$ cat config.mk
export PLATFORM = sky130hd
export DESIGN_NAME = vtm_vector_table_map
export DESIGN_NICKNAME = d
export VERILOG_FILES = /design/src/hdl/vtm_pkg.sv /design/src/hdl/vtm_addr_calc.sv /design/src/hdl/vtm_req_map.sv /design/src/hdl/vtm_vector_table_map.sv
export SDC_FILE = /design/constraint.sdc
export NUM_CORES = 1
export LEC_CHECK = 0
export ABC_AREA = 0
export BUFFER_PORTS_ARGS = -buffer_cell sky130_fd_sc_hd__buf_2
export CORE_MARGIN = 3
export CORE_UTILIZATION = 45
export CTS_BUF_LIST = sky130_fd_sc_hd__clkbuf_4
export CTS_CLUSTER_DIAMETER = 50
export CTS_CLUSTER_SIZE = 28
export DETAILED_ROUTE_END_ITERATION = 8
export PLACE_DENSITY_LB_ADDON = 0.2
export SYNTH_ARGS = -nofsm -noshare
export SYNTH_HDL_FRONTEND = slang
export SYNTH_SLANG_ARGS = --single-unit
$ cat constraint.sdc
create_clock -name i_clk -period 100 [get_ports i_clk]
set_clock_uncertainty 0.1 [all_clocks]
set_input_delay 5 -clock i_clk [delete_from_list [all_inputs] [get_ports i_clk]]
set_output_delay 5 -clock i_clk [all_outputs]
set_load 0.02 [all_outputs]
$ cat src/hdl/vtm_pkg.sv
// vtm_pkg: constants shared by the vector table map design files
package vtm_pkg;
   localparam int unsigned ADDR_W       = 24;
   localparam int unsigned VEC_W        = 7;
   localparam int unsigned IRQ_W        = 7;
   localparam int unsigned NUM_IRQ      = 72;
   localparam int unsigned NUM_TRAP     = 8;
   localparam int unsigned NUM_PRI_LVL  = 8;
   localparam logic [2:0]  PRI_W        = 3'h3;
   localparam logic [23:0] RESET_ADDR   = 24'h000000;
   localparam logic [23:0] TRAP_BASE    = 24'h000004;
   localparam logic [23:0] IRQ_BASE     = 24'h000014;
   localparam logic [23:0] ALT_OFFSET   = 24'h000100;
   localparam logic [6:0]  IRQ_VEC_OFS  = 7'h08;
   localparam logic [6:0]  LAST_IRQ     = 7'h47;
   localparam logic [6:0]  LAST_VEC     = 7'h4f;
   // trap numbers
   localparam logic [2:0]  TRAP_OSC     = 3'h1;
   localparam logic [2:0]  TRAP_ADDR    = 3'h2;
   localparam logic [2:0]  TRAP_STACK   = 3'h3;
   localparam logic [2:0]  TRAP_MATH    = 3'h4;
   localparam logic [2:0]  TRAP_DMA     = 3'h5;
   localparam logic [7:0]  TRAP_IMPL    = 8'h3e;
   // reserved request slots: 15 18 45 57 58 62 63 64 67
   localparam logic [71:0] IRQ_RESERVED = 72'h09_c600_2000_0004_8000;
   // request numbers of each source group
   localparam logic [6:0] IRQ_EXT  [5] = '{7'h00, 7'h14, 7'h1d, 7'h35, 7'h36};
   localparam logic [6:0] IRQ_DMA  [8] = '{7'h04, 7'h0e, 7'h18, 7'h24, 7'h2e, 7'h3d, 7'h44, 7'h45};
   localparam logic [6:0] IRQ_TMR  [9] = '{7'h03, 7'h07, 7'h08, 7'h1b, 7'h1c, 7'h2f, 7'h30, 7'h33, 7'h34};
   localparam logic [6:0] IRQ_IC   [8] = '{7'h01, 7'h05, 7'h25, 7'h26, 7'h27, 7'h28, 7'h16, 7'h17};
   localparam logic [6:0] IRQ_OC   [8] = '{7'h02, 7'h06, 7'h19, 7'h1a, 7'h29, 7'h2a, 7'h2b, 7'h2c};
   localparam logic [6:0] IRQ_SER  [6] = '{7'h0b, 7'h0c, 7'h41, 7'h1e, 7'h1f, 7'h42};
   localparam logic [6:0] IRQ_TWI  [4] = '{7'h10, 7'h11, 7'h31, 7'h32};
   localparam logic [6:0] IRQ_CAN  [6] = '{7'h22, 7'h23, 7'h46, 7'h37, 7'h38, 7'h47};
   localparam logic [6:0] IRQ_SYNC [4] = '{7'h09, 7'h0a, 7'h20, 7'h21};
   localparam logic [6:0] IRQ_MISC [5] = '{7'h0d, 7'h15, 7'h13, 7'h3b, 7'h3c};
endpackage

$ cat src/hdl/vtm_addr_calc.sv
// vtm_addr_calc: turns a vector number and table select into an entry address
module vtm_addr_calc (
   input  wire logic [6:0]  i_vec_num,
   input  wire logic        i_alt_sel,
   output logic      [23:0] o_addr
);
   wire logic [23:0] base_addr;
   wire logic [23:0] vec_ofs;

   // entries are two address units apart from the trap base
   assign vec_ofs   = {16'h0000, i_vec_num, 1'b0};
   assign base_addr = vtm_pkg::TRAP_BASE + vec_ofs;
   assign o_addr    = i_alt_sel ? base_addr + vtm_pkg::ALT_OFFSET
                                : base_addr;
endmodule

$ cat src/hdl/vtm_req_map.sv
// vtm_req_map: routes named peripheral events onto their request slots
module vtm_req_map (
   input  wire logic [4:0]  i_ext_irq,
   input  wire logic [7:0]  i_dma_done,
   input  wire logic [8:0]  i_timer_period,
   input  wire logic [7:0]  i_capture,
   input  wire logic [7:0]  i_compare,
   input  wire logic [5:0]  i_serial,
   input  wire logic [3:0]  i_twowire,
   input  wire logic [5:0]  i_can,
   input  wire logic [3:0]  i_sync_serial,
   input  wire logic [4:0]  i_misc,
   output logic      [71:0] o_req
);
   always_comb begin
      o_req = '0;
      for (int i = 0; i < 5; i++) begin
         o_req[vtm_pkg::IRQ_EXT[i]]  = i_ext_irq[i];
         o_req[vtm_pkg::IRQ_MISC[i]] = i_misc[i];
      end
      for (int i = 0; i < 8; i++) begin
         o_req[vtm_pkg::IRQ_DMA[i]] = i_dma_done[i];
         o_req[vtm_pkg::IRQ_IC[i]]  = i_capture[i];
         o_req[vtm_pkg::IRQ_OC[i]]  = i_compare[i];
      end
      for (int i = 0; i < 9; i++) begin
         o_req[vtm_pkg::IRQ_TMR[i]] = i_timer_period[i];
      end
      for (int i = 0; i < 6; i++) begin
         o_req[vtm_pkg::IRQ_SER[i]] = i_serial[i];
         o_req[vtm_pkg::IRQ_CAN[i]] = i_can[i];
      end
      for (int i = 0; i < 4; i++) begin
         o_req[vtm_pkg::IRQ_TWI[i]]  = i_twowire[i];
         o_req[vtm_pkg::IRQ_SYNC[i]] = i_sync_serial[i];
      end
   end
endmodule

$ cat src/hdl/vtm_vector_table_map.sv
// vtm_vector_table_map: picks the winning trap or request and presents its vector
// ==========================================================================
module vtm_vector_table_map (
   input  wire logic        i_clk,
   input  wire logic        i_rst_n,
   input  wire logic        i_alt_table_select,
   input  wire logic [7:0]  i_trap,
   input  wire logic [4:0]  i_ext_irq,
   input  wire logic [7:0]  i_dma_done,
   input  wire logic [8:0]  i_timer_period,
   input  wire logic [7:0]  i_capture,
   input  wire logic [7:0]  i_compare,
   input  wire logic [5:0]  i_serial,
   input  wire logic [3:0]  i_twowire,
   input  wire logic [5:0]  i_can,
   input  wire logic [3:0]  i_sync_serial,
   input  wire logic [4:0]  i_misc,
   input  wire logic [71:0] i_irq_enable,
   input  wire logic [215:0] i_irq_priority,
   input  wire logic [2:0]  i_cpu_level,
   input  wire logic        i_vec_ack,
   output logic             o_vec_valid,
   output logic             o_vec_is_trap,
   output logic      [6:0]  o_vec_num,
   output logic      [23:0] o_vec_addr,
   output logic      [23:0] o_fetch_addr,
   output logic             o_fetch_from_reset
);
   // ========================================================================
   // source mapping
   wire logic [71:0] raw_req;
   wire logic [71:0] live_req;

   vtm_req_map u_req_map (
      .i_ext_irq      (i_ext_irq),
      .i_dma_done     (i_dma_done),
      .i_timer_period (i_timer_period),
      .i_capture      (i_capture),
      .i_compare      (i_compare),
      .i_serial       (i_serial),
      .i_twowire      (i_twowire),
      .i_can          (i_can),
      .i_sync_serial  (i_sync_serial),
      .i_misc         (i_misc),
      .o_req          (raw_req)
   );

   // reserved slots never request, whatever drives them
   assign live_req = raw_req & i_irq_enable & ~vtm_pkg::IRQ_RESERVED;

   // ========================================================================
   // arbitration: traps first, then highest level, then lowest number
   wire logic [7:0] live_trap;
   wire logic       trap_hit;
   logic      [2:0] trap_win;
   logic      [6:0] irq_win;
   logic      [2:0] irq_win_lvl;
   logic            irq_hit;

   assign live_trap = i_trap & vtm_pkg::TRAP_IMPL;
   assign trap_hit  = |live_trap;

   always_comb begin
      trap_win = 3'h0;
      for (int t = vtm_pkg::NUM_TRAP - 1; t >= 0; t--) begin
         if (live_trap[t]) begin
            trap_win = 3'(t);
         end
      end
   end

   always_comb begin
      logic [2:0] lvl;
      irq_win     = 7'h00;
      irq_win_lvl = 3'h0;
      irq_hit     = 1'b0;
      lvl         = 3'h0;
      // scanning downward with >= keeps the lowest number on a tie
      for (int n = vtm_pkg::NUM_IRQ - 1; n >= 0; n--) begin
         lvl = i_irq_priority[n*3 +: 3];
         if (live_req[n] && lvl > i_cpu_level && (!irq_hit || lvl >= irq_win_lvl)) begin
            irq_win     = 7'(n);
            irq_win_lvl = lvl;
            irq_hit     = 1'b1;
         end
      end
   end

   // ========================================================================
   // vector number and address, presented in the choosing cycle
   wire logic [6:0]  win_vec;
   wire logic        any_hit;
   wire logic [23:0] win_addr;

   assign any_hit = trap_hit | irq_hit;
   assign win_vec = trap_hit ? {4'h0, trap_win}
                             : irq_win + vtm_pkg::IRQ_VEC_OFS;

   vtm_addr_calc u_addr_calc (
      .i_vec_num (win_vec),
      .i_alt_sel (i_alt_table_select),
      .o_addr    (win_addr)
   );

   // combinational so the core sees the entry in the choosing cycle
   assign o_vec_valid   = i_rst_n & any_hit;
   assign o_vec_is_trap = i_rst_n & trap_hit;
   assign o_vec_num     = win_vec;
   assign o_vec_addr    = win_addr;

   // ========================================================================
   // reset entry: a plain clear, not an exception
   logic        from_reset_ff;
   logic [23:0] fetch_ff;
   wire  logic  vec_taken;
   wire  logic [23:0] nxt_fetch;

   assign vec_taken = o_vec_valid & i_vec_ack;
   assign nxt_fetch = vec_taken ? win_addr : fetch_ff;

   always_ff @(posedge i_clk) begin
      if (!i_rst_n) begin
         fetch_ff      <= vtm_pkg::RESET_ADDR;
         from_reset_ff <= 1'b1;
      end else begin
         fetch_ff      <= nxt_fetch;
         from_reset_ff <= from_reset_ff & ~vec_taken;
      end
   end

   assign o_fetch_addr       = fetch_ff;
   assign o_fetch_from_reset = from_reset_ff;

   // ========================================================================
   // helpers for the checks below; nothing on the output path reads them
   wire logic [71:0] lvl_ok;
   logic             chk_any_elig;
   logic             chk_better;

   for (genvar g = 0; g < vtm_pkg::NUM_IRQ; g++) begin : g_lvl
      assign lvl_ok[g] = i_irq_priority[g*3 +: 3] > i_cpu_level;
   end

   // a second scan, run upward, so a slip in the arbiter's tie rule shows up
   always_comb begin
      chk_any_elig = 1'b0;
      chk_better   = 1'b0;
      for (int n = 0; n < int'(vtm_pkg::NUM_IRQ); n++) begin
         if (live_req[n] && lvl_ok[n]) begin
            chk_any_elig = 1'b1;
            if (i_irq_priority[n*3 +: 3] > irq_win_lvl) begin
               chk_better = 1'b1;
            end
            if (i_irq_priority[n*3 +: 3] == irq_win_lvl && n < int'(irq_win)) begin
               chk_better = 1'b1;
            end
         end
      end
   end
endmodule

==> results.txt <==
----------------------------------------------------
[Hold path]
  Path class of the lowest-slack min-delay path ... register to register

[Critical path]
  Type of element launching the critical path ... primary input
  Number of cells on the worst reg-to-reg path ... 2
  R2r setup slk ... between 90 and 100 ns
  Type of destination of the critical path ... primary output
  Slowest stage cell, crit path ... a2111oi_4
  Capture point of the worst path ... o_vec_addr[8]
  Max stage delay on crit path ... 0.43 ns
  Arr. time, crit path ... ~91 ns
  Data required time at the worst endpoint ... roughly 95 ns
  Max FO, Critical Path ... 9
  Reg2Reg Launch Point ... o_fetch_addr[4]$_SDFFE_PN0P_
  Terminus of the critical flop-to-flop path ... o_fetch_addr[4]$_SDFFE_PN0P_
  Start point of the critical path ... i_cpu_level[1]
  Type of the worst setup path ... primary input to primary output
  CP dominant cell by count ... ha_1

[Final layout]
  Sequential cell area in the final layout ... 200.2 µm²
  Final Net Count ... approximately 3600
  Syn-to-layout area delta ... 36.79%
  Most common library cell in the layout ignoring fill and taps ... buf_4
  Number of fill cells ... 3070
  Total area of multi-input combinational cells ... around 0.015 mm²
  Final core occ ... around 63%
  Most used cells in the layout excluding fill and tap cells ... 365 x buf_4, 353 x buf_2, 320 x ha_1
  Layout cell share with drive strength beyond 1 ... roughly a third

[Clocking]
  Clock network latency to the later pin of the worst-skew pair ... between 0.2 and 0.3 ns
  Num Clock Sinks ... 10
  CTS buffer count ... 3
  Clock root cell ... clkbuf_4
  Number of H-tree levels ... 1
  Clock Tree Buf Depth ... 2
  Clock Pin Slew Worst Setup and Hold Paths ... about 0.080 ns
  TritonCTS clock tree ... done

[Route]
  Via count of the routed design ... approximately 20000
  Number of routed nets with antenna violations ... 0
  Initial DRT Pass Iterations ... 5
  Routed len/inst ... between 15 and 20 µm
  Count of routing violations after the opening detailed-route iteration ... 1187
  Number of design rule violations left after detail routing ... 0
  DR vias/cell ... ~6.1
  Wirelength, routed ... about 60 mm

[Power and ir drop]
  Power density of the placed cells ... 30.84 mW/mm²
  Peak ir drop on the vdd network ... about 17 µV
  Leakage power figure ... between 0.01 and 0.015 µW

[Global route]
  Maximum number of pins on one net before global-route repair ... 34
  Vias in the first global route ... about 19000
  Antenna violations before repair ... 11
  Overall global routing resource usage ... just under 30%
  GRT overflow ... 0
  Global-route wire length before repair ... ~90 mm

[Yosys]
  Proportion of synthesized flip-flops having asynchronous set or reset ... 0%
  Average footprint of a synthesized cell ... about 7.2 µm²
  Synth Warn # ... 0
  Synth cell types ... between 100 and 150
  Number of cells produced by synthesis ... approximately 2200
  Number of synthesized flops with an enable pin ... 0
  Post-synthesis instance area ... approximately 0.016 mm²
  Number of register bits inferred by synthesis ... 10
  Proportion of synthesized chip area in sequential cells ... between 1 and 1.5%
  Primary FF master, synth ... dfxtp_1

[Floorplan]
  Number of core rows ... 67
  Area of the placeable core ... approximately 0.034 mm²
  Initial Utilization ... 46.18%
  Chip height ... 192.4 µm
  Die W ... 192.4 µm
  Area of the die ... around 0.037 mm²
  Number of top-level design ports ... approximately 420

[STA]
  Time the final worst path needs with I/O delays and setup ... between 90 and 100 ns
  Final worst-path setup slack ... 3.936 ns
  Share of the cycle needed by the critical path after routing ... between 90% and 100%
  Actual slew at the worst max-slew pin ... approximately 1.1 ns
  Rel. slew slack ... 28.27%
  Number of max-slew violations in the final report ... 0
  Top achievable clock speed ... about 0.010 GHz
  Final-report setup violation count ... 0
  Hold violation count in the final report ... 0
  Hold Slack ... approximately 0.38 ns

[Place]
  Worst setup slack after placement ... -1.444 ns
  Input/output buffers ... approximately 350
  Final weighted congestion in routability-driven placement ... about 0.95
  Half-perimeter wire length after placement ... approximately 50 mm

[Job]
  Max Cap Viol ... 0

[Outcome]
  Run status ... finished clean

----------------------------------------------------
[worst min path at each step]
| stage | startpoint | endpoint | slack, ns | depth (start not counted) |
|---|---|---|---|---|
| after floorplan | o_fetch_addr[5]$_SDFFE_PN0P_ | o_fetch_addr[5]$_SDFFE_PN0P_ | 0.45 | 2 |
| after global placement | o_fetch_addr[8]$_SDFFE_PN0P_ | o_fetch_addr[8]$_SDFFE_PN0P_ | 0.35 | 2 |
| after detailed placement | o_fetch_addr[8]$_SDFFE_PN0P_ | o_fetch_addr[8]$_SDFFE_PN0P_ | 0.37 | 2 |
| after CTS | o_fetch_addr[8]$_SDFFE_PN0P_ | o_fetch_addr[8]$_SDFFE_PN0P_ | 0.39 | 2 |
| after global routing | o_fetch_addr[5]$_SDFFE_PN0P_ | o_fetch_addr[5]$_SDFFE_PN0P_ | 0.41 | 2 |
| final | o_fetch_addr[8]$_SDFFE_PN0P_ | o_fetch_addr[8]$_SDFFE_PN0P_ | 0.38 | 2 |
[worst max-delay path: cells and delay by family]
| family | cells | cell delay [ns] |
|---|---|---|
| mux | 20 | 6.11 |
| compound gates | 159 | 29.93 |
| fa+ha+maj | 87 | 25.48 |
| buf+inv | 29 | 3.55 |
| simple gates | 156 | 20.74 |
[cell usage after synthesis (10+ instances only)]
master / number / area, µm²
o311a_1: 10 / 100.1
nor2b_1: 66 / 412.9
nor4_1: 10 / 62.56
maj3_1: 23 / 230.2
inv_1: 180 / 675.7
a211oi_1: 25 / 187.7
dfxtp_1: 10 / 200.2
or3_1: 17 / 106.4
o31ai_1: 28 / 210.2
o21ai_0: 109 / 545.5
o211a_1: 18 / 180.2
a21o_1: 62 / 465.5
nand4_1: 16 / 100.1
a31oi_1: 36 / 225.2
a21boi_0: 13 / 97.59
nor2_1: 174 / 653.1
or2_2: 16 / 100.1
nand2_1: 155 / 581.8
o2111ai_1: 26 / 227.7
buf_4: 32 / 240.2
mux2_2: 17 / 191.4
o22ai_1: 19 / 118.9
clkbuf_1: 14 / 52.55
o21a_1: 48 / 360.4
and4_1: 15 / 131.4
o211ai_1: 23 / 172.7
and3_1: 28 / 175.2
nand2b_1: 89 / 556.8
nor3_1: 47 / 235.2
a211o_1: 12 / 105.1
a31o_2: 14 / 122.6
ha_1: 323 / 4041
nand3_1: 89 / 445.4
mux2i_1: 21 / 210.2
o31a_1: 17 / 148.9
a21oi_1: 155 / 775.7
a311oi_1: 22 / 192.7
and2_1: 24 / 150.1
[registers in the layout, indices dropped and copies added (netlist names)]
name / cells
o_fetch_addr: 9
o_fetch_from_reset: 1
[per-stage QoR]
stage / cell area, µm² / setup TNS [ns] / power [µW] / std cells
2_1_floorplan: 15750 / 0 / 337.7 / 2215
3_3_place_gp: 20070 / -0.04063 / 551.9 / 3275
3_5_place_dp: 20070 / -12.66 / 567.5 / 3275
4_1_cts: 20230 / 0 / 578.9 / 3284
5_1_grt: 21390 / -10.56 / 721.1 / 3339
6_report: 21390 / 0 / 659.7 / 3341
[power breakdown]
group / internal (µW) / switching, µW / leakage (µW)
Combinational: 329 / 323 / 0.0107
Clock: 1.45 / 1.90 / 0.0000154
Sequential: 4.28 / 0.148 / 0.0000819
[repair_timing]
action | 4_1_cts | 5_1_grt
pin swaps | 2 | 69
endpoints found under the setup margin | 16 | 26
hold buffers | 0 | 0
resized for setup | 19 | 183
buffers inserted | 5 | 52
[area by class of cell]
class                           instances  share of cell area [%]
Clock buffer                            3                  0.1053
Tap cell                              448                   2.620
Timing Repair Buffer                  718                   21.07
Antenna cell                            5                 0.05849
Clock inverter                          1                 0.01755
Multi-Input combinational cell       1976                   72.04
Inverter                              180                   3.158
Sequential cell                        10                  0.9358
[metal layers]
metal | global-route usage [%] | share of wire, % | vias up
met5 | 0 | 0.17 | -
met4 | 8.266 | 3.1 | 14
met3 | 3.270 | 6.6 | 149
met2 | 52.73 | 48 | 743
met1 | 37.44 | 42 | 9503
li1 | - | - | 9808
[cells by family after synthesis]
family	count (synthesis)	share of synthesized area, %
simple gates	782	25.94
compound gates	774	36.15
fa+ha+maj	347	27.39
buf+inv	229	6.368
mux	38	2.568
flops	10	1.280
xor+xnor	5	0.2801
other cells	1	0.02398
Power figures use the tool's default switching activity.
